==> config.mk <==
export PLATFORM = sky130hd
export DESIGN_NAME = irqf_top
export DESIGN_NICKNAME = d
export VERILOG_FILES = /design/src/irqf_pkg.sv /design/src/irqf_flag_bank.sv /design/src/irqf_cmd_watch.sv /design/src/irqf_top.sv
export VERILOG_INCLUDE_DIRS = /design/src /design/src/src
export SDC_FILE = /design/constraint.sdc
export NUM_CORES = 1
export LEC_CHECK = 0
export ABC_AREA = 0
export BUFFER_PORTS_ARGS = -buffer_cell sky130_fd_sc_hd__buf_2
export CAP_MARGIN = 20
export CORE_MARGIN = 10
export CORE_UTILIZATION = 35
export DETAILED_ROUTE_END_ITERATION = 12
export HOLD_SLACK_MARGIN = 0.08
export PLACE_DENSITY = 0.66
export SYNTH_ARGS = -nofsm -noshare
export SYNTH_HDL_FRONTEND = slang
export SYNTH_HIERARCHICAL = 1
export SYNTH_SLANG_ARGS = --single-unit
export TNS_END_PERCENT = 50
==> constraint.sdc <==
create_clock -name clock_i -period 1.6 [get_ports clock_i]
set_clock_uncertainty 0.15 [all_clocks]
set_input_delay 0.16 -clock clock_i [delete_from_list [all_inputs] [get_ports clock_i]]
set_output_delay 0.16 -clock clock_i [all_outputs]
set_load 0.005 [all_outputs]
==> src/irqf_regs.svh <==
/*
 * Register offsets, field positions, reset values and command codes for
 * the interrupt request flag block.
 * Assumes an 8-bit register port with byte offsets as printed.
 */
`ifndef IRQF_REGS_SVH
`define IRQF_REGS_SVH

// register offsets
`define IRQF_OFS_REQ_A 8'h06
`define IRQF_OFS_REQ_B 8'h07
`define IRQF_OFS_EN_A 8'h08
`define IRQF_OFS_EN_B 8'h09

// request register fields
`define IRQF_BIT_SET_DIR 7
`define IRQF_BIT_GLOBAL 6
`define IRQF_REQ_A_FLAGS 7
`define IRQF_REQ_B_FLAGS 6

// enable register fields
`define IRQF_BIT_INVERT 7
`define IRQF_BIT_PIN_EN 6
`define IRQF_BIT_PUSH_PULL 7

// reset values
`define IRQF_RST_REQ_A 7'h00
`define IRQF_RST_REQ_B 6'h00
`define IRQF_RST_EN 8'h00
`define IRQF_RST_RDATA 8'h00

// command field
`define IRQF_CMD_W 4
`define IRQF_CMD_IDLE 4'h0
`define IRQF_CMD_KNOWN 16'hFFFF

`endif

==> src/irqf_pkg.sv <==
/*
 * Types shared by the interrupt request flag block.
 * Assumes the constants header is compiled alongside.
 */
package irqf_pkg;

    // register port request from the host serial interface
    typedef struct packed {
        logic wr;
        logic rd;
        logic [7:0] addr;
        logic [7:0] wdata;
    } irqf_reg_req_t;

    // error conditions feeding the error flag
    typedef struct packed {
        logic forbidden_write_error;
        logic fifo_overflow_error;
        logic protocol_error;
        logic empty_send_error;
        logic integrity_error;
    } irqf_err_t;

    // event sources of the block
    typedef struct packed {
        logic fifo_high_status;
        logic fifo_low_status;
        logic tx_last_bit;
        logic rx_end;
        logic rx_sof;
        logic card_found;
        logic [4:0] timer_underflow;
    } irqf_evt_t;

    // interrupt pin as value plus output enable
    typedef struct packed {
        logic out;
        logic oe;
    } irqf_pin_t;

endpackage

==> src/irqf_flag_bank.sv <==
/*
 * Bank of sticky request flags with a write-one set/clear port.
 * Assumes hardware events and software writes arrive synchronous.
 */
`timescale 1ns/100ps
module irqf_flag_bank #(
    parameter int WIDTH = 7,
    parameter logic [WIDTH-1:0] RESET_VAL = '0
) (
    // clock and reset
    input wire logic clock_i,
    input wire logic reset_i,
    input wire logic ce_i,
    // software access
    input wire logic wr_i,
    input wire logic set_dir_i,
    input wire logic [WIDTH-1:0] sel_i,
    // hardware events
    input wire logic [WIDTH-1:0] event_i,
    // stored flags
    output logic [WIDTH-1:0] flags_o
);

    logic [WIDTH-1:0] flags_q;
    logic [WIDTH-1:0] sw_set;
    logic [WIDTH-1:0] sw_clr;

    // zeros written leave flags alone
    assign sw_set = (wr_i && set_dir_i) ? sel_i : '0;
    assign sw_clr = (wr_i && !set_dir_i) ? sel_i : '0;

    // set beats clear so an event in the clear cycle survives
    always_ff @(posedge clock_i) begin
        if (reset_i) begin
            flags_q <= RESET_VAL;
        end else if (ce_i) begin
            flags_q <= (flags_q & ~sw_clr) | sw_set | event_i;
        end
    end

    assign flags_o = flags_q;

endmodule

==> src/irqf_cmd_watch.sv <==
/*
 * Command field keeper: spots commands that end, so the done flag fires.
 * Assumes the sequencer pulses end_i when a command finishes by itself.
 */
`timescale 1ns/100ps
`include "irqf_regs.svh"
module irqf_cmd_watch #(
    parameter logic [15:0] KNOWN_MASK = `IRQF_CMD_KNOWN
) (
    // clock and reset
    input wire logic clock_i,
    input wire logic reset_i,
    input wire logic ce_i,
    // host writes to the command field
    input wire logic wr_i,
    input wire logic [`IRQF_CMD_W-1:0] code_i,
    // sequencer reports completion
    input wire logic end_i,
    // field and done event
    output logic [`IRQF_CMD_W-1:0] command_o,
    output logic done_o
);

    logic [`IRQF_CMD_W-1:0] command_q;
    logic done_q;
    logic known;

    assign known = KNOWN_MASK[code_i];

    // host write has priority over a finish in the same cycle
    always_ff @(posedge clock_i) begin
        if (reset_i) begin
            command_q <= `IRQF_CMD_IDLE;
            done_q <= 1'b0;
        end else if (ce_i) begin
            done_q <= 1'b0;
            if (wr_i) begin
                if (code_i == `IRQF_CMD_IDLE) begin
                    command_q <= `IRQF_CMD_IDLE;
                end else if (!known) begin
                    command_q <= `IRQF_CMD_IDLE;
                    done_q <= 1'b1;
                end else begin
                    command_q <= code_i;
                end
            end else if (end_i && command_q != `IRQF_CMD_IDLE) begin
                command_q <= `IRQF_CMD_IDLE;
                done_q <= 1'b1;
            end
        end
    end

    assign command_o = command_q;
    assign done_o = done_q;

endmodule

==> src/irqf_top.sv <==
/*
 * Interrupt request flag block: two request registers, two enable
 * registers, global request and interrupt pin driver.
 * Assumes all inputs are synchronous to clock_i and that the register
 * port is the host serial interface's decoded byte access.
 */
`timescale 1ns/100ps
`include "irqf_regs.svh"
module irqf_top #(
    parameter logic [15:0] CMD_KNOWN_MASK = `IRQF_CMD_KNOWN
) (
    // clock, reset, enable
    input wire logic clock_i,
    input wire logic reset_i,
    input wire logic ce_i,
    // register port
    input wire irqf_pkg::irqf_reg_req_t reg_req_i,
    output logic [7:0] reg_rdata_o,
    // event sources
    input wire irqf_pkg::irqf_evt_t evt_i,
    input wire irqf_pkg::irqf_err_t err_i,
    // command field
    input wire logic cmd_wr_i,
    input wire logic [`IRQF_CMD_W-1:0] cmd_code_i,
    input wire logic cmd_end_i,
    output logic [`IRQF_CMD_W-1:0] command_o,
    // interrupt pin
    output irqf_pkg::irqf_pin_t irq_pin_o,
    output logic global_request_o
);

    // register state
    logic [7:0] enable_a_q;
    logic [7:0] enable_b_q;
    logic global_request_q;
    logic [7:0] rdata_q;
    irqf_pkg::irqf_pin_t pin_q;

    // edge detect history for level sources
    logic fifo_high_prev_q;
    logic fifo_low_prev_q;
    irqf_pkg::irqf_err_t err_prev_q;

    // flag banks and their controls
    logic [`IRQF_REQ_A_FLAGS-1:0] flags_a;
    logic [`IRQF_REQ_B_FLAGS-1:0] flags_b;
    logic [`IRQF_REQ_A_FLAGS-1:0] events_a;
    logic [`IRQF_REQ_B_FLAGS-1:0] events_b;
    logic wr_req_a;
    logic wr_req_b;
    logic set_dir;

    // command tracking
    logic [`IRQF_CMD_W-1:0] command;
    logic command_done;

    // derived events
    logic high_rise;
    logic low_rise;
    logic err_rise;
    logic global_d;
    logic pin_active;
    logic pin_level;

    // write decodes
    assign wr_req_a = reg_req_i.wr && (reg_req_i.addr == `IRQF_OFS_REQ_A);
    assign wr_req_b = reg_req_i.wr && (reg_req_i.addr == `IRQF_OFS_REQ_B);
    assign set_dir = reg_req_i.wdata[`IRQF_BIT_SET_DIR];

    // command field tracking lives in its own module
    irqf_cmd_watch #(
        .KNOWN_MASK(CMD_KNOWN_MASK)
    ) u_cmd_watch (
        .clock_i(clock_i),
        .reset_i(reset_i),
        .ce_i(ce_i),
        .wr_i(cmd_wr_i),
        .code_i(cmd_code_i),
        .end_i(cmd_end_i),
        .command_o(command),
        .done_o(command_done)
    );

    // history for rising edge detection; a held status must not keep
    // re-arming the flag after software clears it
    always_ff @(posedge clock_i) begin
        if (reset_i) begin
            fifo_high_prev_q <= 1'b0;
            fifo_low_prev_q <= 1'b0;
            err_prev_q <= '0;
        end else if (ce_i) begin
            fifo_high_prev_q <= evt_i.fifo_high_status;
            fifo_low_prev_q <= evt_i.fifo_low_status;
            err_prev_q <= err_i;
        end
    end

    // event edges
    assign high_rise = evt_i.fifo_high_status && !fifo_high_prev_q;
    assign low_rise = evt_i.fifo_low_status && !fifo_low_prev_q;
    assign err_rise = |(err_i & ~err_prev_q);

    // hardware events for request A, ordered by bit position
    assign events_a = {
        high_rise,
        low_rise,
        command_done,
        evt_i.tx_last_bit,
        evt_i.rx_end,
        err_rise,
        evt_i.rx_sof
    };

    // hardware events for request B
    assign events_b = {
        evt_i.card_found,
        evt_i.timer_underflow
    };

    // request A flags; zero after reset
    irqf_flag_bank #(
        .WIDTH(`IRQF_REQ_A_FLAGS),
        .RESET_VAL(`IRQF_RST_REQ_A)
    ) u_flags_a (
        .clock_i(clock_i),
        .reset_i(reset_i),
        .ce_i(ce_i),
        .wr_i(wr_req_a),
        .set_dir_i(set_dir),
        .sel_i(reg_req_i.wdata[`IRQF_REQ_A_FLAGS-1:0]),
        .event_i(events_a),
        .flags_o(flags_a)
    );

    // request B flags; bit 6 is the computed global request, not stored
    irqf_flag_bank #(
        .WIDTH(`IRQF_REQ_B_FLAGS),
        .RESET_VAL(`IRQF_RST_REQ_B)
    ) u_flags_b (
        .clock_i(clock_i),
        .reset_i(reset_i),
        .ce_i(ce_i),
        .wr_i(wr_req_b),
        .set_dir_i(set_dir),
        .sel_i(reg_req_i.wdata[`IRQF_REQ_B_FLAGS-1:0]),
        .event_i(events_b),
        .flags_o(flags_b)
    );

    // enable registers are plain read/write
    always_ff @(posedge clock_i) begin
        if (reset_i) begin
            enable_a_q <= `IRQF_RST_EN;
            enable_b_q <= `IRQF_RST_EN;
        end else if (ce_i && reg_req_i.wr) begin
            if (reg_req_i.addr == `IRQF_OFS_EN_A) begin
                enable_a_q <= reg_req_i.wdata;
            end
            if (reg_req_i.addr == `IRQF_OFS_EN_B) begin
                enable_b_q <= reg_req_i.wdata;
            end
        end
    end

    // global request: or of enabled flags, rebuilt every cycle so it
    // falls once every source is cleared or masked
    assign global_d = |(flags_a & enable_a_q[`IRQF_REQ_A_FLAGS-1:0])
        | |(flags_b & enable_b_q[`IRQF_REQ_B_FLAGS-1:0]);

    always_ff @(posedge clock_i) begin
        if (reset_i) begin
            global_request_q <= 1'b0;
        end else if (ce_i) begin
            global_request_q <= global_d;
        end
    end

    // pin level: active only when the pin is enabled, then inverted when the invert bit is set
    assign pin_active = global_request_q && enable_b_q[`IRQF_BIT_PIN_EN];
    assign pin_level = pin_active ^ enable_a_q[`IRQF_BIT_INVERT];

    // pin driver; open drain only ever pulls low, the line floats high
    // through the board pull-up otherwise
    always_ff @(posedge clock_i) begin
        if (reset_i) begin
            pin_q.out <= 1'b0;
            pin_q.oe <= 1'b0;
        end else if (ce_i) begin
            if (enable_b_q[`IRQF_BIT_PUSH_PULL]) begin
                pin_q.out <= pin_level;
                pin_q.oe <= 1'b1;
            end else begin
                pin_q.out <= 1'b0;
                pin_q.oe <= !pin_level;
            end
        end
    end

    // read data, one cycle after the strobe; unmapped offsets read zero
    always_ff @(posedge clock_i) begin
        if (reset_i) begin
            rdata_q <= `IRQF_RST_RDATA;
        end else if (ce_i && reg_req_i.rd) begin
            unique case (reg_req_i.addr)
                `IRQF_OFS_REQ_A: rdata_q <= {1'b0, flags_a};
                `IRQF_OFS_REQ_B: rdata_q <= {1'b0, global_request_q, flags_b};
                `IRQF_OFS_EN_A: rdata_q <= enable_a_q;
                `IRQF_OFS_EN_B: rdata_q <= enable_b_q;
                default: rdata_q <= `IRQF_RST_RDATA;
            endcase
        end
    end

    // outputs straight from flops
    assign reg_rdata_o = rdata_q;
    assign irq_pin_o = pin_q;
    assign global_request_o = global_request_q;
    assign command_o = command;

endmodule

Word-level counts from Yosys, hierarchy flattened:

Memory sizes are Yosys's and may differ from the RTL's.
Index checks and enable logic that the tools add are counted.

* $mul: 0
* add/subtract/negate cells: 0
* divide/modulo/power cells: 0
* order comparisons: 1
* shift-type cells: 0
* equal/unequal tests: 4
* bitwise gates (word level): 14
* reductions and logical operators: 25
* mux-type cells: 15

Operators by type and width (count)
* $pmux W8 S4: 1
* $eq A8 B3 Y1 const B: 2
* $eq A8 B4 Y1 const B: 2
* $mux W4: 4
* $and A7 B7 Y7: 2
* $mux W7: 2
* $or A7 B7 Y7: 2
* $and A6 B6 Y6: 2
* $logic_and A1 B1 Y1: 12
* $mux W6: 2
* $or A6 B6 Y6: 2
* $not A7 Y7: 1
* $reduce_or A7 Y1: 1
* $not A6 Y6: 1
* $reduce_and A2 Y1: 3
* $reduce_or A6 Y1: 1
* $and A5 B5 Y5: 1
* $lt A4 B5 Y1 const B: 1
* $mux W1: 5
* $not A5 Y5: 1
* $reduce_or A5 Y1: 1
* $logic_not A1 Y1: 4
* $logic_not A4 Y1: 1
* $reduce_bool A4 Y1: 1
* 4 further kinds: 4

* ROM bits: 16
* memories: 1
* bits in registers: 52
* word-level logic and storage cells: 77
* bits in latches: 0
* bits in writable memories: 0

Memories
* (name not given): depth 16, width 1, rd ports 1, clocked after memory_dff 0, wr ports 0, RTL line irqf_cmd_watch.sv:28 `assign known = KNOWN_MASK[code_i];`

Longest topological paths before layout:

Gate-level depths: netlist (run 1).

* depth after elaboration: 8
* depth in mapped cells: 8
* gate-level depth less buffers: 6

Modules after synthesis:

The synthesis (run 1) kept the hierarchy.

By module, submodules not included
* irqf_top: instances 1, sequential area each 680.7 um^2, area each 1589.0 um^2, cells an instance 164
* irqf_flag_bank (u_flags_a): instances 1, sequential area each 140.1 um^2, area each 364.1 um^2, cells an instance 45
* irqf_flag_bank (u_flags_b): instances 1, sequential area each 120.1 um^2, area each 300.3 um^2, cells an instance 38
* irqf_cmd_watch: instances 1, sequential area each 100.1 um^2, area each 240.2 um^2, cells an instance 22

Worst setup path after synthesis (run 1):

OpenSTA, ideal clock, no wires.

* path type: in2reg
* start: in reg_req_i[13] (netlist bit)
* end: reg u_flags_a.flags_q[2] (netlist: u_flags_a/flags_o[2])
* slack: -90 ps
* setup time: 119 ps
* arrival time: 1421 ps
* stages on the path: 7
* cell sequence: nor4_4 > nand2_1 > nor3_1 > buf_6 > nand2_1 > nor3_1 > nor3_1

* cells in the longest elaborated chain, start to end: 8

RTL lines
* from (decl): RTL line irqf_top.sv:17 `input wire irqf_pkg::irqf_reg_req_t reg_req_i,`
* $eq A8 B3 Y1 (*)
* $logic_and A1 B1 Y1 (*): RTL line irqf_top.sv:66 `` assign wr_req_a = reg_req_i.wr && (reg_req_i.addr == `IRQF_OFS_REQ_A); ``
* net wr_req_a: RTL line irqf_top.sv:49 `logic wr_req_a;`
* $logic_and A1 B1 Y1: RTL line irqf_flag_bank.sv:30 `assign sw_clr = (wr_i && !set_dir_i) ? sel_i : '0;`
* $mux W7: RTL line irqf_flag_bank.sv:30
* $not A7 Y7: RTL line irqf_flag_bank.sv:37 `flags_q <= (flags_q & ~sw_clr) | sw_set | event_i;`
* $and A7 B7 Y7: RTL line irqf_flag_bank.sv:37
* $or A7 B7 Y7 (*) (2 in series): RTL line irqf_flag_bank.sv:37
* to (signal assigned): RTL line irqf_flag_bank.sv:37
* to (decl): RTL line irqf_flag_bank.sv:24 `logic [WIDTH-1:0] flags_q;`

Mark *: on every way through the listed nets, which the timed path passes. The rest lies on a longest branch.
A chain may end at the register's enable or synchronous reset.

Worst setup path after layout (run 1):

* start: reg err_prev_q[0] (netlist bit)
* end: reg u_flags_a.flags_q[1] (netlist: u_flags_a/flags_o[1])

* cells in the longest elaborated chain, start to end: 4

RTL lines
* from (decl): RTL line irqf_top.sv:42 `irqf_pkg::irqf_err_t err_prev_q;`
* from (signal assigned): RTL line irqf_top.sv:94 `err_prev_q <= err_i;`
* $not A5 Y5: RTL line irqf_top.sv:101 `assign err_rise = |(err_i & ~err_prev_q);`
* $and A5 B5 Y5: RTL line irqf_top.sv:101
* $reduce_or A5 Y1: RTL line irqf_top.sv:101
* net err_rise: RTL line irqf_top.sv:60 `logic err_rise;`
* $or A7 B7 Y7: RTL line irqf_flag_bank.sv:37

The timed path passes the listed nets, and every way through them passes these cells.

==> results of run 1 <==
## cells in the mapped netlist, drive strengths merged, types with 2 or more instances
cell type / count
nor3: 30
nor2b: 3
o22ai: 7
clkbuf: 4
nor4: 2
nand4: 3
dfxtp: 52
buf: 6
a22o: 7
a21oi: 16
mux2i: 38
nor2: 26
nand4b: 5
inv: 8
a22oi: 6
a21o: 13
nand2b: 7
nand2: 20
o21ai: 4
## critical path, stage by stage (launching register included)
cell and delay, ns:
dfxtp_2 0.34, inv_2 0.03, a222oi_1 0.34, o221ai_1 0.23, a21o_1 0.21, a21oi_2 0.11, nor3_1 0.05
## sequential cells by signal (all words and copies together), names as in the netlist
signal                 flops
u_flags_b/flags_o          6
u_cmd_watch/done_o         1
enable_b_q                 8
u_flags_a/flags_o          7
err_prev_q                 5
reg_rdata_o                8
irq_pin_o                  2
global_request_o           1
fifo_high_prev_q           1
u_cmd_watch/command_o      4
enable_a_q                 8
fifo_low_prev_q            1
## per-layer routing
metal / part of all wire, % / wire (µm)
met5: 0 / 0
met4: 1.1 / 80
met3: 4.7 / 336
met2: 48 / 3460
met1: 46 / 3340
## power by group through the flow
stage | Combinational, mW | Sequential [mW] | Clock (mW)
floorplan | 0.156 | 1.39 | 0
global placement | 0.288 | 1.40 | 0
detailed placement | 0.298 | 1.40 | 0
CTS | 0.364 | 1.37 | 0.802
global route | 0.402 | 1.37 | 0.847
finish | 0.366 | 1.37 | 0.783
## timing repair
item | in CTS | in global routing
hold endpoints to repair | 40 | 0
hold buffers | 36 | 0
endpoints found under the setup margin | 0 | 1
gates resized for setup | 0 | 3
## cell usage in the layout, fill, tap and decap left out, drive strengths merged, types with 2 or more instances in the layout
cell type	count
mux2i	38
nor2b	3
nor3	30
nand4	3
nand4b	5
dfxtp	52
nor2	26
nand2	20
o22ai	7
a22o	7
dlygate4sd3	36
nand2b	7
a21oi	16
clkbuf	7
a21o	13
nor4	2
o21ai	4
inv	8
buf	72
a22oi	6
## final timing paths
check,end,slack (ns)
worst max-delay path,u_flags_a/flags_o[1],0.04
worst min-delay path,u_cmd_watch/done_o,0.1
worst max register to register,u_flags_a/flags_o[1],0.04
worst min register to register,reg_rdata_o[7],0.31
## cell families after synthesis
family | count (synthesis) | share of synthesized area [%]
AOI/OAI and AO/OA | 59 | 17.4
xor gates and xnor gates | 1 | 0.351
buffers and inverters | 18 | 4.01
DFF | 52 | 41.7
muxes | 38 | 15.3
and+or+nand+nor | 101 | 21.3
## per-stage QoR
stage	util [%]	power, mW
floorplan	-	1.54
global placement	43.1	1.68
finish	49.8	2.52
detailed placement	43.1	1.69
global route	49.8	2.62
CTS	49.7	2.53
## area by class of cell
| cell class | count | area (µm²) |
|---|---|---|
| fill | 669 | 3450 |
| clock inverter | 1 | 7.51 |
| tap | 96 | 120 |
| sequential | 52 | 1040 |
| timing repair buffer | 108 | 771 |
| clock buffer | 7 | 86.3 |
| multi-input combinational | 199 | 1360 |
| inverter | 8 | 30.0 |
==> flow_summary.toml, run 1 <==
[status]
status = "complete, no violations"

[worst_setup_path]
startpoint = "err_prev_q[0]"
r2r.worst_path.cells = 6
cp-start-kind = "register"
critPathMaxFanout = 2
crit_required_ns = 1.65
cp-end-kind = "register"
rr_startpoint = "err_prev_q[0]"
arrival_ns = 1.61
path_class = "register to register"

[grt]
gr-usage-met2_pct = 21.5
grt_pass1_wl_mm = 11.9
grt_max_degree = 26
overflow = 0
use_met1_pct = 16.2
grt_usage_pct = 13.1
met3_usage_pct = 3.59
grt.busiest_layer = "met2"
antenna_found_initial = 0
first_global_vias = 2433

[finish]
design_area_um2 = 3420
fin_cells = 471
antenna_cells = 0
drive_above_1_share_pct = 26.7
area_growth_pct = 37.1
nNetsFinal = 417

[timing]
finalHoldViolCount = 0
period_minus_slack_ns = 1.56
clock.fmax_ghz = 0.643
period_share_pct = 97.2
setup_viol = 0
fin_ws_ns = 0.0449
slew_viol_final = 0
setup-tns-final_ns = 0
slew_headroom_pct = 75.5
rsz0062_at_grt = "true"
tightest_slew_ns = 0.367
holdWs_ns = 0.0992

[routing]
drc = 0
wl_per_cell_um = 15.3
dr_total_vias = 2352
ant_nets = 0
first_pass_iters = 4
drt_iter0_markers = 141
post_drt_via_cell_ratio = 4.99
wl_mm = 7.21

[synth]
syn_nets = 312
synth_top_flop_cell = "dfxtp_1"
synth_cell_types = 39
yosysWarnings = 6
synth_seq_cells = 52
syn_area_per_cell_um2 = 9.27
synth_top_area_cell = "dfxtp_1"
async_reset_ff_share_pct = 0
netlist_top_cells_area = "dfxtp_1, mux2i_1, nor3_1, nor2_1, a21oi_1"
synth_area_um2 = 2490
synth-edff-count = 0
ys_seq_area_share_pct = 41.7
synth_top_area_share_pct = 41.7
syn_inst = 269

[clocking]
clock_path_buffers = 2
clk_latency_ns = 0.31
h-tree-depth = 2
postCtsSetupRepairBufs = 0
root_buffer = "clkbuf_8"
cts_tree = "yes"
clkTransAtPathRegs_ns = 0.09
cts_buffers = 5
clock-sinks = 52

[die]
core_area_um2 = 6870
die_h_um = 104
dieArea_um2 = 10900
pin_count = 58
num_rows = 30
die_w_um = 104
start_util_pct = 36.3

[pwr]
netSwitchingFraction_pct = 25.5
p_int_mw = 1.88
p_leak_nw = 1.55
comb_power_share_pct = 14.5
p_switching_mw = 0.641
powerDensity_nw_per_um2 = 736
vdd_drop_max_mv = 0.414
pwr-share-seq_pct = 54.4
clkPwrFrac_pct = 31.1

[placed_design]
hpwlAfterDp_mm = 5.33
place_inst = 427
dpl_cell_area_um2 = 2960
pre_cts_ws_ns = -0.0307
gp_congestion = 0.773
portBuffers = 57

[min_path]
hold_path_class = "primary input to register"
hold_start = "cmd_wr_i"
whs_path_depth = 3

[run]
max-cap-violations = 0
Note: power is estimated with default switching activity, not from simulation.
==> inputs of run 2 (changes only) <==
- CORE_UTILIZATION: 35 -> 48
- CTS_CLUSTER_DIAMETER: default -> 150
- PLACE_DENSITY: 0.66 -> 0.83
==> run 2 against run 1 <==
- combinational power hardly changed
- non-clock buffer count fell by 4
- sequential share of layout area rose by 0.067 points
- final cell count fell by 6.4%
- worst hold slack gained 0.022 ns
==> flow_summary.toml, run 2 (synthesized netlist as in run 1, its figures left out) <==
[status]
status = "complete, no violations"

[pwr]
p_leak_nw = 1.56
clkPwrFrac_pct = 36.1
comb_power_share_pct = 13.4
powerDensity_nw_per_um2 = 796
design_power_total_mw = 2.71
pwr-share-seq_pct = 50.5
vdd_drop_max_mv = 0.531
p_int_mw = 2.08
p_switching_mw = 0.637
netSwitchingFraction_pct = 23.5

[run]
max-cap-violations = 0

[timing]
period_minus_slack_ns = 1.59
slew_headroom_pct = 75.1
setup-tns-final_ns = 0
rsz0062_at_grt = "true"
tightest_slew_ns = 0.373
clock.fmax_ghz = 0.628
finalHoldViolCount = 0
period_share_pct = 99.6
slew_viol_final = 0
setup_viol = 0

[min_path]
hold_path_class = "primary input to register"
hold_start = "cmd_wr_i"
whs_path_depth = 3
whs_endpoint = "u_cmd_watch/command_o[3]"

[routing]
dr_total_vias = 2427
post_drt_via_cell_ratio = 5.50
drt_iter0_markers = 256
wl_mm = 6.96
drc = 0
ant_nets = 0
first_pass_iters = 4
wl_per_cell_um = 15.8

[finish]
area_growth_pct = 36.8
final_cell_mix = "buf_2, dfxtp_1, mux2i_1, dlygate4sd3_1, nor3_1"
antenna_cells = 0
design_area_um2 = 3410
nNetsFinal = 413
drive_above_1_share_pct = 26.4
fin_cells = 441
final_core_util_pct = 67.2
final_common_cell = "buf_2"

[worst_setup_path]
cp-start-kind = "register"
cp_cell_sequence = "inv_2 > a222oi_1 > o221ai_1 > a21o_1 > a21oi_2 > nor3_1"
arrival_ns = 1.65
r2r-end = "u_flags_a/flags_o[1]"
cp-end-kind = "register"
cp_slowest_cell = "dfxtp_2"
critPathMaxStageDelay_ns = 0.34
rr_startpoint = "err_prev_q[0]"
path_class = "register to register"
reg2reg_setup_slack_ns = 0.007
r2r.worst_path.cells = 6
critPathMaxFanout = 2
crit_required_ns = 1.65

[grt]
grt_pass1_wl_mm = 11.6
grt_max_degree = 50
first_global_vias = 2385
antenna_found_initial = 0
overflow = 0
grt_usage_pct = 16.3

[die]
die_w_um = 92.1
start_util_pct = 49.1
num_rows = 26
pin_count = 58
die_h_um = 92.1
core_area_um2 = 5070
dieArea_um2 = 8480

[placed_design]
dpl_cell_area_um2 = 2930
portBuffers = 57
gp_congestion = 0.904
place_inst = 398
hpwlAfterDp_mm = 4.84

[clocking]
cts_tree = "yes"
postCtsSetupRepairBufs = 0
clkTransAtPathRegs_ns = 0.09
root_buffer = "clkbuf_8"
clock-sinks = 52
cts_buffers = 5
clock_path_buffers = 2
h-tree-depth = 2
clk_latency_ns = 0.31
==> run 2: cell count changes in the layout (fill, tap and decap cells not counted), sizes merged <==
cell	previous run	this run
buf	72	69
clkinvlp	1	0
dlygate4sd3	36	35
bufinv	0	1
==> run 2: how the worst max path moves through the flow <==
stage	start	end	slack, ns	cells after the start
after floorplan	reg_req_i[8]	u_flags_b/flags_o[0]	-0.06	8
after global placement	reg_req_i[13]	u_flags_b/flags_o[0]	0.01	8
after detailed placement	reg_req_i[13]	u_flags_b/flags_o[0]	-0.04	8
after CTS	err_prev_q[0]	u_flags_a/flags_o[1]	-0.001	6
after global routing	err_prev_q[0]	u_flags_a/flags_o[1]	-0.03	6
final	err_prev_q[0]	u_flags_a/flags_o[1]	0.007	6
==> run 2: repair_timing <==
item / in CTS / in global routing
setup endpoints to repair: 1 / 1
hold buffers: 35 / 0
endpoints found under the hold margin: 37 / 0
resized for setup: 3 / 0
pin swaps: 2 / 1
==> run 2: final cells by class <==
type | count | area, µm²
fillers | 402 | 1660
multi-input cells | 199 | 1360
flip-flops and latches | 52 | 1040
repair buffers | 104 | 763
clock buffers | 7 | 96.3
well taps | 70 | 87.6
clock inverters | 1 | 30.0
inverters | 8 | 30.0
==> run 2: power by group through the flow <==
| stage | clock network, mW | registers [mW] | logic, mW |
|---|---|---|---|
| floorplan | 0 | 1.39 | 0.156 |
| global placement | 0 | 1.39 | 0.287 |
| detailed placement | 0 | 1.40 | 0.296 |
| CTS | 0.992 | 1.37 | 0.361 |
| global route | 1.06 | 1.37 | 0.395 |
| finish | 0.981 | 1.37 | 0.364 |
==> run 2: layer usage <==
metal | up-vias | wire length (µm) | global-route usage [%]
met1 | 1152 | 2860 | 20.0
met2 | 81 | 3480 | 27.6
met3 | 12 | 520 | 3.99
li1 | 1182 | - | -
met4 | 0 | 98 | 4.88
met5 | - | 0 | 0
==> run 2: critical path, delay by kind of cell, from the launching register on <==
kind / cells / cell delay [ns]
and+or+nand+nor: 1 / 0.05
AOI/OAI and AO/OA: 4 / 0.92
buffers and inverters: 1 / 0.03
DFF: 1 / 0.34
==> run 2: per-stage QoR <==
step / setup slack [ns] / hold WS, ns
floorplan: -0.0555 / 0.0893
global placement: 0.0103 / 0.257
detailed placement: -0.0355 / 0.269
CTS: -0.00116 / 0.118
global route: -0.0285 / 0.129
finish: 0.00679 / 0.121
==> inputs of run 3 (changes only) <==
- CORE_UTILIZATION: 48 -> 50
- CTS_BUF_LIST: default -> sky130_fd_sc_hd__clkbuf_2
- GPL_TIMING_DRIVEN: default -> 1
- PLACE_DENSITY: 0.83 -> 0.86
==> run 3 against run 2 <==
- global-route usage up 3.1 points
- sequential share of layout area decreased by 1.0 points
- critical endpoint unchanged
- critical path depth did not move
- clock-buffer cell count decreased by 2
- first-iteration DRC count increased by 23%
- the flow now finishes with violations (setup timing)
- largest power group unchanged
- highest routed layer unchanged
==> flow_summary.toml, run 3 (synthesized netlist as in run 1, its figures left out) <==
[routing]
wl_per_cell_um = 18.4
wl_mm = 8.44
dr_total_vias = 2696
ant_nets = 0
first_pass_iters = 5
drt_iter0_markers = 316
post_drt_via_cell_ratio = 5.87
drc = 0

[timing]
slew_headroom_pct = 63.6
fin_ws_ns = -0.0445
slew_viol_final = 0
setup_viol = 4
clock.fmax_ghz = 0.608
period_share_pct = 103
period_minus_slack_ns = 1.64
tightest_slew_ns = 0.546
finalHoldViolCount = 0
rsz0062_at_grt = "true"

[worst_setup_path]
r2r-end = "u_flags_a/flags_o[1]"
critPathMaxFanout = 2
cp-start-kind = "register"
rr_startpoint = "err_prev_q[3]"
crit_required_ns = 1.83
r2r.worst_path.cells = 6
path_class = "register to register"
cp-end-kind = "register"
reg2reg_setup_slack_ns = -0.04
arrival_ns = 1.87

[min_path]
whs_endpoint = "irq_pin_o[1]"
hold_path_class = "primary input to register"
whs_path_depth = 4
hold_start = "ce_i"

[clocking]
clkTransAtPathRegs_ns = 0.27
clk_latency_ns = 0.46
root_buffer = "clkbuf_2"
cts_buffers = 5
cts_tree = "yes"
clock_path_buffers = 2
clock-sinks = 52
h-tree-depth = 2

[finish]
final_common_cell = "buf_2"
area_growth_pct = 41.6
design_area_um2 = 3530
drive_above_1_share_pct = 25.6
nNetsFinal = 434
final_cell_mix = "buf_2, dlygate4sd3_1, dfxtp_1, mux2i_1, nor3_1"

[placed_design]
dpl_cell_area_um2 = 2900
gp_congestion = 0.844
pre_cts_ws_ns = -0.0340
portBuffers = 57
hpwlAfterDp_mm = 4.93

[grt]
overflow = 0
grt_pass1_wl_mm = 13.3
grt_max_degree = 34
grt_usage_pct = 19.4
first_global_vias = 2721
antenna_found_initial = 1

[pwr]
powerDensity_nw_per_um2 = 659
vdd_drop_max_mv = 0.545
p_leak_nw = 1.61

[run]
max-cap-violations = 0

[die]
dieArea_um2 = 8210
start_util_pct = 52.1
core_area_um2 = 4790
num_rows = 25
die_h_um = 90.6
pin_count = 58
die_w_um = 90.6

[status]
failed_checks = "setup timing"
status = "complete, but fails checks"
run 3: cell count changes in the layout (fill, tap and decap cells not counted), sizes merged:
cell / before / now
dlygate4sd3: 35 / 55
clkbuf: 7 / 5
buf: 69 / 70
bufinv: 1 / 0
clkinvlp: 0 / 1
diode: 0 / 1
inv: 8 / 9
run 3: worst max-delay path by stage:
stage                        startpoint              endpoint  depth (start not counted)
after global placement    reg_req_i[13]  u_flags_b/flags_o[0]                          8
after global routing      err_prev_q[0]  u_flags_a/flags_o[1]                          6
final                     err_prev_q[3]  u_flags_a/flags_o[1]                          6
after detailed placement  reg_req_i[13]  u_flags_a/flags_o[0]                          8
after CTS                 err_prev_q[0]  u_flags_a/flags_o[1]                          6
after floorplan            reg_req_i[8]  u_flags_b/flags_o[0]                          8
run 3: area by class of cell:
| cell class | count | area, µm² |
|---|---|---|
| sequential | 52 | 1040 |
| tap | 67 | 83.8 |
| inverter | 8 | 30.0 |
| clock inverter | 2 | 16.3 |
| multi-input combinational | 199 | 1370 |
| clock buffer | 5 | 25.0 |
| fill | 340 | 1250 |
| antenna | 1 | 2.50 |
| timing repair buffer | 125 | 958 |
run 3: per-layer routing:
metal / part of all wire (%) / vias up / wire length [µm] / track usage, %
li1: - / 1228 / - / -
met1: 39 / 1261 / 3280 / 22.5
met2: 49 / 174 / 4130 / 32.5
met3: 9.1 / 33 / 771 / 5.65
met4: 3.1 / 0 / 260 / 8.09
met5: 0 / - / 0 / 0
run 3: per-stage QoR:
stage               std cells  hold WS (ns)  total power [mW]  TNS (ns)  utilization, %
finish                    459         0.105              2.33   -0.0750            73.8
global route              459        0.0793              2.41    -0.211            73.8
CTS                       457        0.0802              2.29         0            73.2
detailed placement        395         0.266              1.69   -0.0621            60.6
global placement          395         0.256              1.67         0            60.6
floorplan                 269        0.0893              1.54    -0.161               -
run 3: worst max-delay path: stages, from the launching register on:
cell and delay, ns:
dfxtp_1 0.41, inv_1 0.06, a222oi_1 0.33, o221ai_2 0.19, a21o_1 0.22, a21oi_2 0.13
nor3_1 0.06
run 3: power by group:
part           total (mW)  internal, mW  switching [mW]
clock               0.534         0.105           0.429
combinational       0.416         0.214           0.202
sequential           1.38          1.34          0.0365
total                2.33          1.66           0.667
run 3: timing repair:
action,in CTS,in global routing
hold endpoints to repair,48,1
setup endpoints to repair,0,4
resized for setup,0,5
hold buffers,55,1
buffers inserted,0,0
